$ cat src/rtl/pirqe_pkg.sv
package pirqe_pkg;
  // register offsets on the plain register port
  localparam logic [7:0] PIRQE_OFS_ENABLE   = 8'h8c;
  localparam logic [7:0] PIRQE_OFS_CONTROL  = 8'h8b;
  localparam logic [7:0] PIRQE_OFS_STATUS   = 8'h90;
  localparam logic [7:0] PIRQE_OFS_MASK     = 8'h91;
  localparam logic [7:0] PIRQE_OFS_RAW      = 8'h92;
  // enable register field positions
  localparam int PIRQE_BIT_PAR_PORT   = 7;
  localparam int PIRQE_BIT_CONV_DONE  = 6;
  localparam int PIRQE_BIT_RX         = 5;
  localparam int PIRQE_BIT_TX         = 4;
  localparam int PIRQE_BIT_SYNC_SER   = 3;
  localparam int PIRQE_BIT_CAP_CMP    = 2;
  localparam int PIRQE_BIT_PERIOD     = 1;
  localparam int PIRQE_BIT_CNT_OVF    = 0;
  // control register: global peripheral enable position
  localparam int PIRQE_BIT_GLOBAL_EN  = 6;
  // reset values
  localparam logic [7:0] PIRQE_RST_ENABLE  = 8'h00;
  localparam logic [7:0] PIRQE_RST_CONTROL = 8'h00;
  localparam logic [7:0] PIRQE_RST_MASK    = 8'h00;
  localparam logic [7:0] PIRQE_RST_STATUS  = 8'h00;
endpackage

$ cat src/rtl/pirqe_gate.sv
`timescale 1ns/1ps
module pirqe_gate
  import pirqe_pkg::*;
#(
  parameter int N = 8
) (
  input  wire logic [N-1:0] req,
  input  wire logic [N-1:0] en,
  input  wire logic         global_en,
  output logic      [N-1:0] gated
);
  initial begin
    if (N < 1) $error("pirqe_gate: N must be at least 1");
  end

  // one gate per source, all behind the global enable
  genvar i;
  generate
    for (i = 0; i < N; i++) begin : g_src
      assign gated[i] = req[i] & en[i] & global_en; // [RULE1] [RULE2]
    end
  endgenerate
endmodule

$ cat src/rtl/pirqe_top.sv
// What this block does
// [RULE1] every peripheral request blocked unless global enable, control bit 6, is set
// [RULE2] one enable bit per source; set passes, clear blocks that request
// [RULE3] enable bit 7 gates the parallel port read/write request
// [RULE4] software keeps bit 7 clear on the small package without parallel port
// [RULE5] enable bit 6 gates the converter completion request
//
// Design decision made here: the strobed register port.
`timescale 1ns/1ps
module pirqe_top
  import pirqe_pkg::*;
#(
  parameter int N_SRC = 8
) (
  input  wire logic             mclk,
  input  wire logic             rst,
  input  wire logic [7:0]       addr,
  input  wire logic [7:0]       wdata,
  input  wire logic             wr,
  input  wire logic             rd,
  output logic      [7:0]       rdata,
  input  wire logic [N_SRC-1:0] src_req,
  output logic      [N_SRC-1:0] irq_req,
  output logic                  periph_irq,
  output logic                  irq
);
  initial begin
    if (N_SRC != 8) $error("pirqe_top: N_SRC must be 8");
  end

  logic [7:0] periph_irq_enable_reg;
  logic [7:0] irq_control_reg;
  logic [7:0] status_r;
  logic [7:0] mask_r;
  logic [7:0] rdata_nxt;
  logic [7:0] gated;
  logic [7:0] gated_d_r;
  logic [7:0] rise;

  function automatic logic hit(input logic [7:0] a, input logic [7:0] ofs);
    return a == ofs;
  endfunction

  ////////////////////////////////////////////////////////////////////////////
  // registers
  always_ff @(posedge mclk or posedge rst) begin
    if (rst) begin
      periph_irq_enable_reg <= PIRQE_RST_ENABLE;
    end else if (wr && hit(addr, PIRQE_OFS_ENABLE)) begin
      // bit 7 stays writable; keeping it clear without the port is software's job
      periph_irq_enable_reg <= wdata; // [RULE2] [RULE3] [RULE5]
    end
  end

  always_ff @(posedge mclk or posedge rst) begin
    if (rst) begin
      irq_control_reg <= PIRQE_RST_CONTROL;
    end else if (wr && hit(addr, PIRQE_OFS_CONTROL)) begin
      irq_control_reg <= wdata;
    end
  end

  always_ff @(posedge mclk or posedge rst) begin
    if (rst) begin
      mask_r <= PIRQE_RST_MASK;
    end else if (wr && hit(addr, PIRQE_OFS_MASK)) begin
      mask_r <= wdata;
    end
  end

  ////////////////////////////////////////////////////////////////////////////
  // gating
  pirqe_gate #(
    .N (8)
  ) u_gate (
    .req       (src_req),
    .en        (periph_irq_enable_reg),
    .global_en (irq_control_reg[PIRQE_BIT_GLOBAL_EN]), // [RULE1]
    .gated     (gated)
  );

  always_ff @(posedge mclk or posedge rst) begin
    if (rst) begin
      irq_req    <= 8'h00;
      periph_irq <= 1'b0;
      gated_d_r  <= 8'h00;
    end else begin
      irq_req    <= gated; // [RULE3] [RULE5]
      periph_irq <= |gated; // [RULE1]
      gated_d_r  <= gated;
    end
  end

  // a rising gated request is the event; level alone would re-set after clear
  assign rise = gated & ~gated_d_r;

  ////////////////////////////////////////////////////////////////////////////
  // sticky status, cleared by reading it; a new event in that cycle wins
  always_ff @(posedge mclk or posedge rst) begin
    if (rst) begin
      status_r <= PIRQE_RST_STATUS;
    end else if (rd && hit(addr, PIRQE_OFS_STATUS)) begin
      status_r <= rise;
    end else begin
      status_r <= status_r | rise;
    end
  end

  assign irq = |(status_r & mask_r);

  ////////////////////////////////////////////////////////////////////////////
  // read port
  always_comb begin
    rdata_nxt = 8'h00;
    if (hit(addr, PIRQE_OFS_ENABLE)) rdata_nxt = periph_irq_enable_reg;
    if (hit(addr, PIRQE_OFS_CONTROL)) rdata_nxt = irq_control_reg;
    if (hit(addr, PIRQE_OFS_STATUS)) rdata_nxt = status_r;
    if (hit(addr, PIRQE_OFS_MASK)) rdata_nxt = mask_r;
    if (hit(addr, PIRQE_OFS_RAW)) rdata_nxt = src_req;
  end

  always_ff @(posedge mclk or posedge rst) begin
    if (rst) begin
      rdata <= 8'h00;
    end else if (rd) begin
      rdata <= rdata_nxt;
    end else begin
      rdata <= 8'h00;
    end
  end
endmodule

$ cat config.mk
export PLATFORM = sky130hd
export DESIGN_NAME = pirqe_top
export DESIGN_NICKNAME = d
export VERILOG_FILES = /design/src/rtl/pirqe_pkg.sv /design/src/rtl/pirqe_gate.sv /design/src/rtl/pirqe_top.sv
export SDC_FILE = /design/constraint.sdc
export NUM_CORES = 1
export LEC_CHECK = 0
export BUFFER_PORTS_ARGS = -buffer_cell sky130_fd_sc_hd__clkbuf_2
export CAP_MARGIN = 20
export CORE_MARGIN = 3
export CORE_UTILIZATION = 57
export CTS_BUF_LIST = sky130_fd_sc_hd__clkbuf_4
export DETAILED_ROUTE_END_ITERATION = 8
export PLACE_DENSITY = 0.83
export SETUP_SLACK_MARGIN = 0.4
export SYNTH_ARGS = -nofsm -noshare
export SYNTH_HDL_FRONTEND = slang
export SYNTH_SLANG_ARGS = --single-unit
$ cat constraint.sdc
create_clock -name mclk -period 1.66 [get_ports mclk]
set_input_delay 0 -clock mclk [delete_from_list [all_inputs] [get_ports mclk]]
set_output_delay 0 -clock mclk [all_outputs]
set_load 0.02 [all_outputs]
==> impl_metrics.py, run 1 <==
metrics = {
    "layout": {
        "fin_nets": 300,
        "fin_util_pct": 82.2,
        "final_common_cell": "dfrtp_1",
        "finalNonFillerCells": 320,
        "area_growth_pct": 33.0,
        "mostFrequentLayoutCells": "dfrtp_1 (48), clkbuf_2 (44), buf_4 (25), mux2_2 (19), dlygate4sd3_1 (18)",
        "fillers": 219,
        "n_antenna_cell": 0,
        "layout-drive-gt1-share_pct": 48.5,
        "final_cell_area_um2": 3170,
    },
    "timing": {
        "worst_pin_slew_ns": 0.490,
        "period_share_pct": 79.7,
        "final-setup-viol-count": 0,
        "min_period_ns": 1.32,
        "finClkSkew_ns": 0.00368,
        "hold_violations": 0,
        "rsz0062_at_grt": "yes",
        "slew_headroom_pct": 67.3,
        "max_freq_mhz": 755,
        "finalMaxSlewViolations": 0,
        "timing.setup.tns_ns": 0,
    },
    "clock_network": {
        "cts.sinks": 49,
        "cts_buffers": 5,
        "clockBufferDepth": 2,
        "htreeDepth": 2,
        "cts-root-buf": "clkbuf_4",
        "clk_latency_ns": 0.35,
        "tritoncts": "done",
        "clk_pin_slew_ns": 0.12,
    },
    "die": {
        "die_w_um": 70.7,
        "start_util_pct": 61.8,
        "io_pins": 46,
        "die_area_um2": 4990,
        "num_rows": 22,
        "fp.dieH_um": 70.7,
        "coreArea_um2": 3850,
    },
    "detailed_routing": {
        "wl_met2_um": 3170,
        "wl_met3_um": 435,
        "vias_per_cell": 6.32,
        "met1_length_um": 2790,
        "routed.top_layer": "met4",
        "initialDrtViolationCount": 144,
        "final_antenna_net_count": 0,
        "dr.pass1.iters": 4,
        "avgRoutedWirePerCell_um": 20.3,
        "drc": 0,
        "drt-total-wl_um": 6510,
        "num_vias": 2023,
    },
    "critical_path": {
        "crit_required_ns": 1.66,
        "crit_chain": "a22oi_2 > nand4_1 > clkbuf_8",
        "crit_buf_inv": 1,
        "cpPeakStageDelay_ns": 0.46,
        "start_kind": "register",
        "worstPathArrival_ns": 1.32,
        "cp-end-kind": "output pin",
        "slowest_stage": "dfrtp_1",
        "cp_max_fo": 3,
        "crit_type": "reg -> out",
        "r2r_slack_ns": 0.34,
        "critPathTopFamily": "flip-flops",
    },
    "min_path": {
        "hold_path_class": "in -> async",
    },
    "synthesis": {
        "synthDistinctLibCells": 32,
        "yosysSeqAreaShare_pct": 51.5,
        "ys_warn_count": 0,
        "syn_area_per_cell_um2": 12.5,
        "synth_fp_nets": 219,
        "synth_area_leader_cell": "dfrtp_1",
        "ys_ff_latch": 49,
        "synth_edf_count": 0,
        "netlist_area_um2": 2380,
        "synth_area_leaders": "dfrtp_1 (51%), mux2_2 (11%), a211oi_1 (3.8%), or4bb_1 (3.8%), nand4b_1 (3.7%)",
        "synth_ff_type": "dfrtp_1",
        "synth_cells": 191,
        "synthArstFlopShare_pct": 100,
        "synth_top_area_share_pct": 51.5,
    },
    "global_route": {
        "grt_first_pass_wirelength_um": 9860,
        "grt_pass1_vias": 1958,
        "overflow": 0,
        "antenna_found_initial": 0,
        "grt_max_degree": 23,
        "track_usage_pct": 25.2,
    },
    "power": {
        "power.density_nw_per_um2": 647,
        "power_leakage_nw": 1.49,
        "finalPower_mw": 2.05,
        "vdd_ir_drop_max_mv": 0.553,
    },
    "status": {
        "status": "finished, final reports clean",
    },
    "placed_design": {
        "place_area_um2": 2710,
        "placedCellCount": 281,
        "place_congestion": 0.804,
        "place_hpwl_um": 4080,
        "numPortBuffers": 45,
    },
    "run": {
        "maxCapViolCount": 0,
    },
}
-- Yosys cell counts (5+ instances only) --
cell type and instances:
a211oi_1 12, a22o_1 8, and3_1 8, buf_2 5, clkbuf_1 6, dfrtp_1 49
inv_1 9, mux2_2 23, nand2b_1 5, nand4b_1 10, o221a_2 7, or4bb_1 8
-- where the power goes --
part,switching [mW],internal (mW),total [mW]
Clock,0.331,0.171,0.502
Sequential,0.0317,1.23,1.26
Combinational,0.144,0.141,0.285
-- layer usage --
metal / up-vias / track usage (%)
met2: 103 / 41.1
met3: 14 / 4.83
met5: - / 0
li1: 904 / -
met1: 1002 / 34.5
met4: 0 / 7.31
-- tightest hold or removal path: cells and delay by family --
kind,cells,cell delay [ns]
buffers and inverters,3,0.98
-- cell families after synthesis --
group                  synth area share (%)
buffers and inverters                  4.15
AO/OA/AOI/OAI                          14.5
AND/OR/NAND/NOR                        18.5
flip-flops                             51.5
multiplexers                           11.3
-- final timing paths --
path                                             to                     start  depth (start not counted)
max                                             irq               status_r[7]                          3
min in group mclk                         mask_r[5]                        wr                          3
min                        periph_irq_enable_reg[7]                       rst                          3
max in group asynchronous              gated_d_r[2]                       rst                          4
max reg2reg                                rdata[5]  periph_irq_enable_reg[5]                          3
min reg2reg                      irq_control_reg[7]        irq_control_reg[7]                          1
-- per-stage QoR --
stage	hold slack [ns]	setup WS, ns
6_report	0.179	0.336
5_1_grt	0.179	0.288
4_1_cts	0.171	0.347
3_5_place_dp	0.0189	0.153
3_3_place_gp	0.0158	0.214
2_1_floorplan	0.135	0.326
-- cell type report --
class	count	area [µm²]	area share, %
inverter	9	33.8	1.07
multi-input combinational	118	1190	37.6
timing repair buffer	89	607	19.2
clock buffer	6	45.0	1.42
sequential	49	1230	38.7
tap	48	60.1	1.90
clock inverter	1	3.75	0.118
-- timing repair --
item | CTS | global route
endpoints found under the setup margin | 9 | 10
endpoints found under the hold margin | 60 | 0
hold buffers | 18 | 0
pin swaps | 6 | 8
setup buffers | 12 | 2
gates resized for setup | 11 | 17
(Power assumes the default switching activity.)
==> run 2: changes to the inputs <==
--- a/config.mk
+++ b/config.mk
@@ -8,10 +8,10 @@
 export BUFFER_PORTS_ARGS = -buffer_cell sky130_fd_sc_hd__clkbuf_2
 export CAP_MARGIN = 20
 export CORE_MARGIN = 3
-export CORE_UTILIZATION = 57
+export CORE_UTILIZATION = 51
 export CTS_BUF_LIST = sky130_fd_sc_hd__clkbuf_4
 export DETAILED_ROUTE_END_ITERATION = 8
-export PLACE_DENSITY = 0.83
+export PLACE_DENSITY = 0.78
 export SETUP_SLACK_MARGIN = 0.4
 export SYNTH_ARGS = -nofsm -noshare
 export SYNTH_HDL_FRONTEND = slang
==> constraint.sdc (replaced) <==
create_clock -name mclk -period 1.2 [get_ports mclk]
set_input_delay 0 -clock mclk [delete_from_list [all_inputs] [get_ports mclk]]
set_output_delay 0 -clock mclk [all_outputs]
set_load 0.02 [all_outputs]
==> run 2 against run 1 <==
The flow now finishes with violations (negative setup slack). Sequential power grew 39%. Final area grew 22%. Die area grew 11%. Setup slack lost 0.83 ns. Non-clock buffer count grew 29. Sequential share of layout area shrank 7.1 points. Cell count grew 10%. First-iteration DRC count grew to 3.2 times the previous value. Via count grew 22%. Global-route usage grew 9.0 points. Critical endpoint is now rdata[6]. Highest routed layer unchanged.
==> impl_metrics.py, run 2 (same netlist as run 1, synthesis figures left out) <==
metrics = {
    "detailed_routing": {
        "vias_per_cell": 7.00,
        "final_antenna_net_count": 0,
        "drc": 0,
        "drt-total-wl_um": 9930,
        "dr.pass1.iters": 5,
        "num_vias": 2471,
        "initialDrtViolationCount": 460,
        "avgRoutedWirePerCell_um": 28.1,
    },
    "critical_path": {
        "worst-r2r-cell-count": 3,
        "startpoint": "status_r[6]",
        "reg2reg_to": "rdata[6]",
        "crit_required_ns": 1.53,
        "r2r_start": "status_r[6]",
        "cp-end-kind": "register",
        "cp_max_fo": 3,
        "crit_end": "rdata[6]",
        "r2r_slack_ns": -0.50,
        "start_kind": "register",
        "crit_type": "reg -> reg",
        "worstPathArrival_ns": 2.02,
    },
    "timing": {
        "worst_pin_slew_ns": 0.758,
        "slew_headroom_pct": 49.4,
        "hold_violations": 0,
        "finClkSkew_ns": 0.0256,
        "final-setup-viol-count": 10,
        "layout_setup_ws_ns": -0.497,
        "timing.setup.tns_ns": -2.27,
        "rsz0062_at_grt": "yes",
        "min_period_ns": 1.70,
        "max_freq_mhz": 589,
        "finalMaxSlewViolations": 0,
        "period_share_pct": 141,
    },
    "die": {
        "coreArea_um2": 4440,
        "die_area_um2": 5530,
        "die_w_um": 74.3,
        "io_pins": 46,
        "num_rows": 24,
        "fp.dieH_um": 74.3,
        "start_util_pct": 53.6,
    },
    "placed_design": {
        "dp_slack_ns": -0.326,
        "place_congestion": 0.840,
        "place_area_um2": 2990,
        "numPortBuffers": 45,
        "place_hpwl_um": 4380,
    },
    "global_route": {
        "grt_max_degree": 50,
        "antenna_found_initial": 0,
        "track_usage_pct": 34.1,
        "grt_pass1_vias": 2395,
        "overflow": 0,
        "grt_first_pass_wirelength_um": 13800,
    },
    "layout": {
        "area_growth_pct": 62.6,
        "fillers": 160,
        "n_antenna_cell": 0,
        "final_common_cell": "dfrtp_1",
        "mostFrequentLayoutCells": "dfrtp_1 (48), buf_6 (26), buf_4 (25), mux2_4 (24), clkbuf_2 (24)",
        "fin_nets": 329,
        "layout-drive-gt1-share_pct": 57.1,
        "final_cell_area_um2": 3870,
    },
    "clock_network": {
        "tritoncts": "done",
        "htreeDepth": 2,
        "cts_buffers": 5,
        "clk_latency_ns": 0.37,
        "cts.sinks": 49,
        "clk_pin_slew_ns": 0.16,
        "clockBufferDepth": 2,
        "cts-root-buf": "clkbuf_4",
    },
    "power": {
        "p_seq_share_pct": 53.7,
        "finalPower_mw": 3.27,
        "power_leakage_nw": 1.78,
        "power.density_nw_per_um2": 843,
        "switchingPower_uw": 848,
        "p_int_mw": 2.42,
        "swShare_pct": 25.9,
        "p_clk_share_pct": 29.4,
        "pwr-share-comb_pct": 16.9,
        "vdd_ir_drop_max_mv": 0.995,
    },
    "run": {
        "maxCapViolCount": 0,
    },
    "status": {
        "status": "finished, violations left",
        "violations": "negative setup slack",
    },
    "min_path": {
        "hold_path_class": "in -> reg",
    },
}
-- run 2: cell types whose count changed in the layout (fill, tap and decap cells not counted), moves of 2 or more --
cell,change
buf_6,+26
clkbuf_2,-20
mux2_4,+20
mux2_2,-19
clkbuf_8,+18
buf_12,+4
a2111oi_1,-3
and3_1,-3
and3_4,+3
a2111oi_2,+2
-- run 2: final cells by class --
type / instances / area [µm²] / share of cell area (%)
clock buffers: 5 / 37.5 / 0.969
clock inverters: 2 / 35.0 / 0.904
inverters: 9 / 37.5 / 0.969
multi-input cells: 118 / 1330 / 34.3
flip-flops and latches: 49 / 1230 / 31.7
well taps: 52 / 65.1 / 1.68
repair buffers: 118 / 1140 / 29.5
-- run 2: worst min path at each step --
stage               slack, ns  startpoint  cells after the start                  endpoint
floorplan                0.04         rst                      1              gated_d_r[0]
global placement         0.07         rst                      3  periph_irq_enable_reg[5]
detailed placement       0.07         rst                      3                 mask_r[5]
CTS                      0.03  src_req[6]                      3              gated_d_r[6]
global route            0.008  src_req[6]                      3              gated_d_r[6]
finish                  0.009  src_req[6]                      3              gated_d_r[6]
-- run 2: what timing repair did --
item                                   CTS  global route
setup endpoints to repair               67            67
gates resized for setup                108            15
buffers inserted                        11             5
pin swaps                               19             5
endpoints found under the hold margin   82             0
hold buffers                            18             0
-- run 2: power groups by stage --
stage | sequential, mW | combinational [mW] | clock [mW]
2_1_floorplan | 1.76 | 0.194 | 0
3_3_place_gp | 1.77 | 0.353 | 0
5_1_grt | 1.76 | 0.578 | 1.03
4_1_cts | 1.74 | 0.482 | 0.938
6_report | 1.75 | 0.553 | 0.959
3_5_place_dp | 1.77 | 0.360 | 0
-- run 2: per-stage QoR --
stage | hold slack [ns] | util, % | instances
4_1_cts | 0.0318 | 85.2 | 348
5_1_grt | 0.00823 | 87.2 | 353
3_3_place_gp | 0.0651 | 67.4 | 312
6_report | 0.00925 | 87.2 | 353
3_5_place_dp | 0.0717 | 67.4 | 312
2_1_floorplan | 0.0360 | - | 191
-- run 2: worst max-delay path, cell delays in order (launching register included) --
cell	delay [ns]
dfrtp_1	0.48
nor3_1	0.13
a2111oi_2	0.73
o221a_2	0.31
-- run 2: layer usage --
layer	wire length [µm]	GRT usage, %	up-vias	part of all wire [%]
met5	0	0	-	0
met4	593	16.0	0	6.0
met3	1130	7.97	69	11
met2	4510	53.8	240	45
met1	3700	44.8	1197	37
li1	-	-	965	-
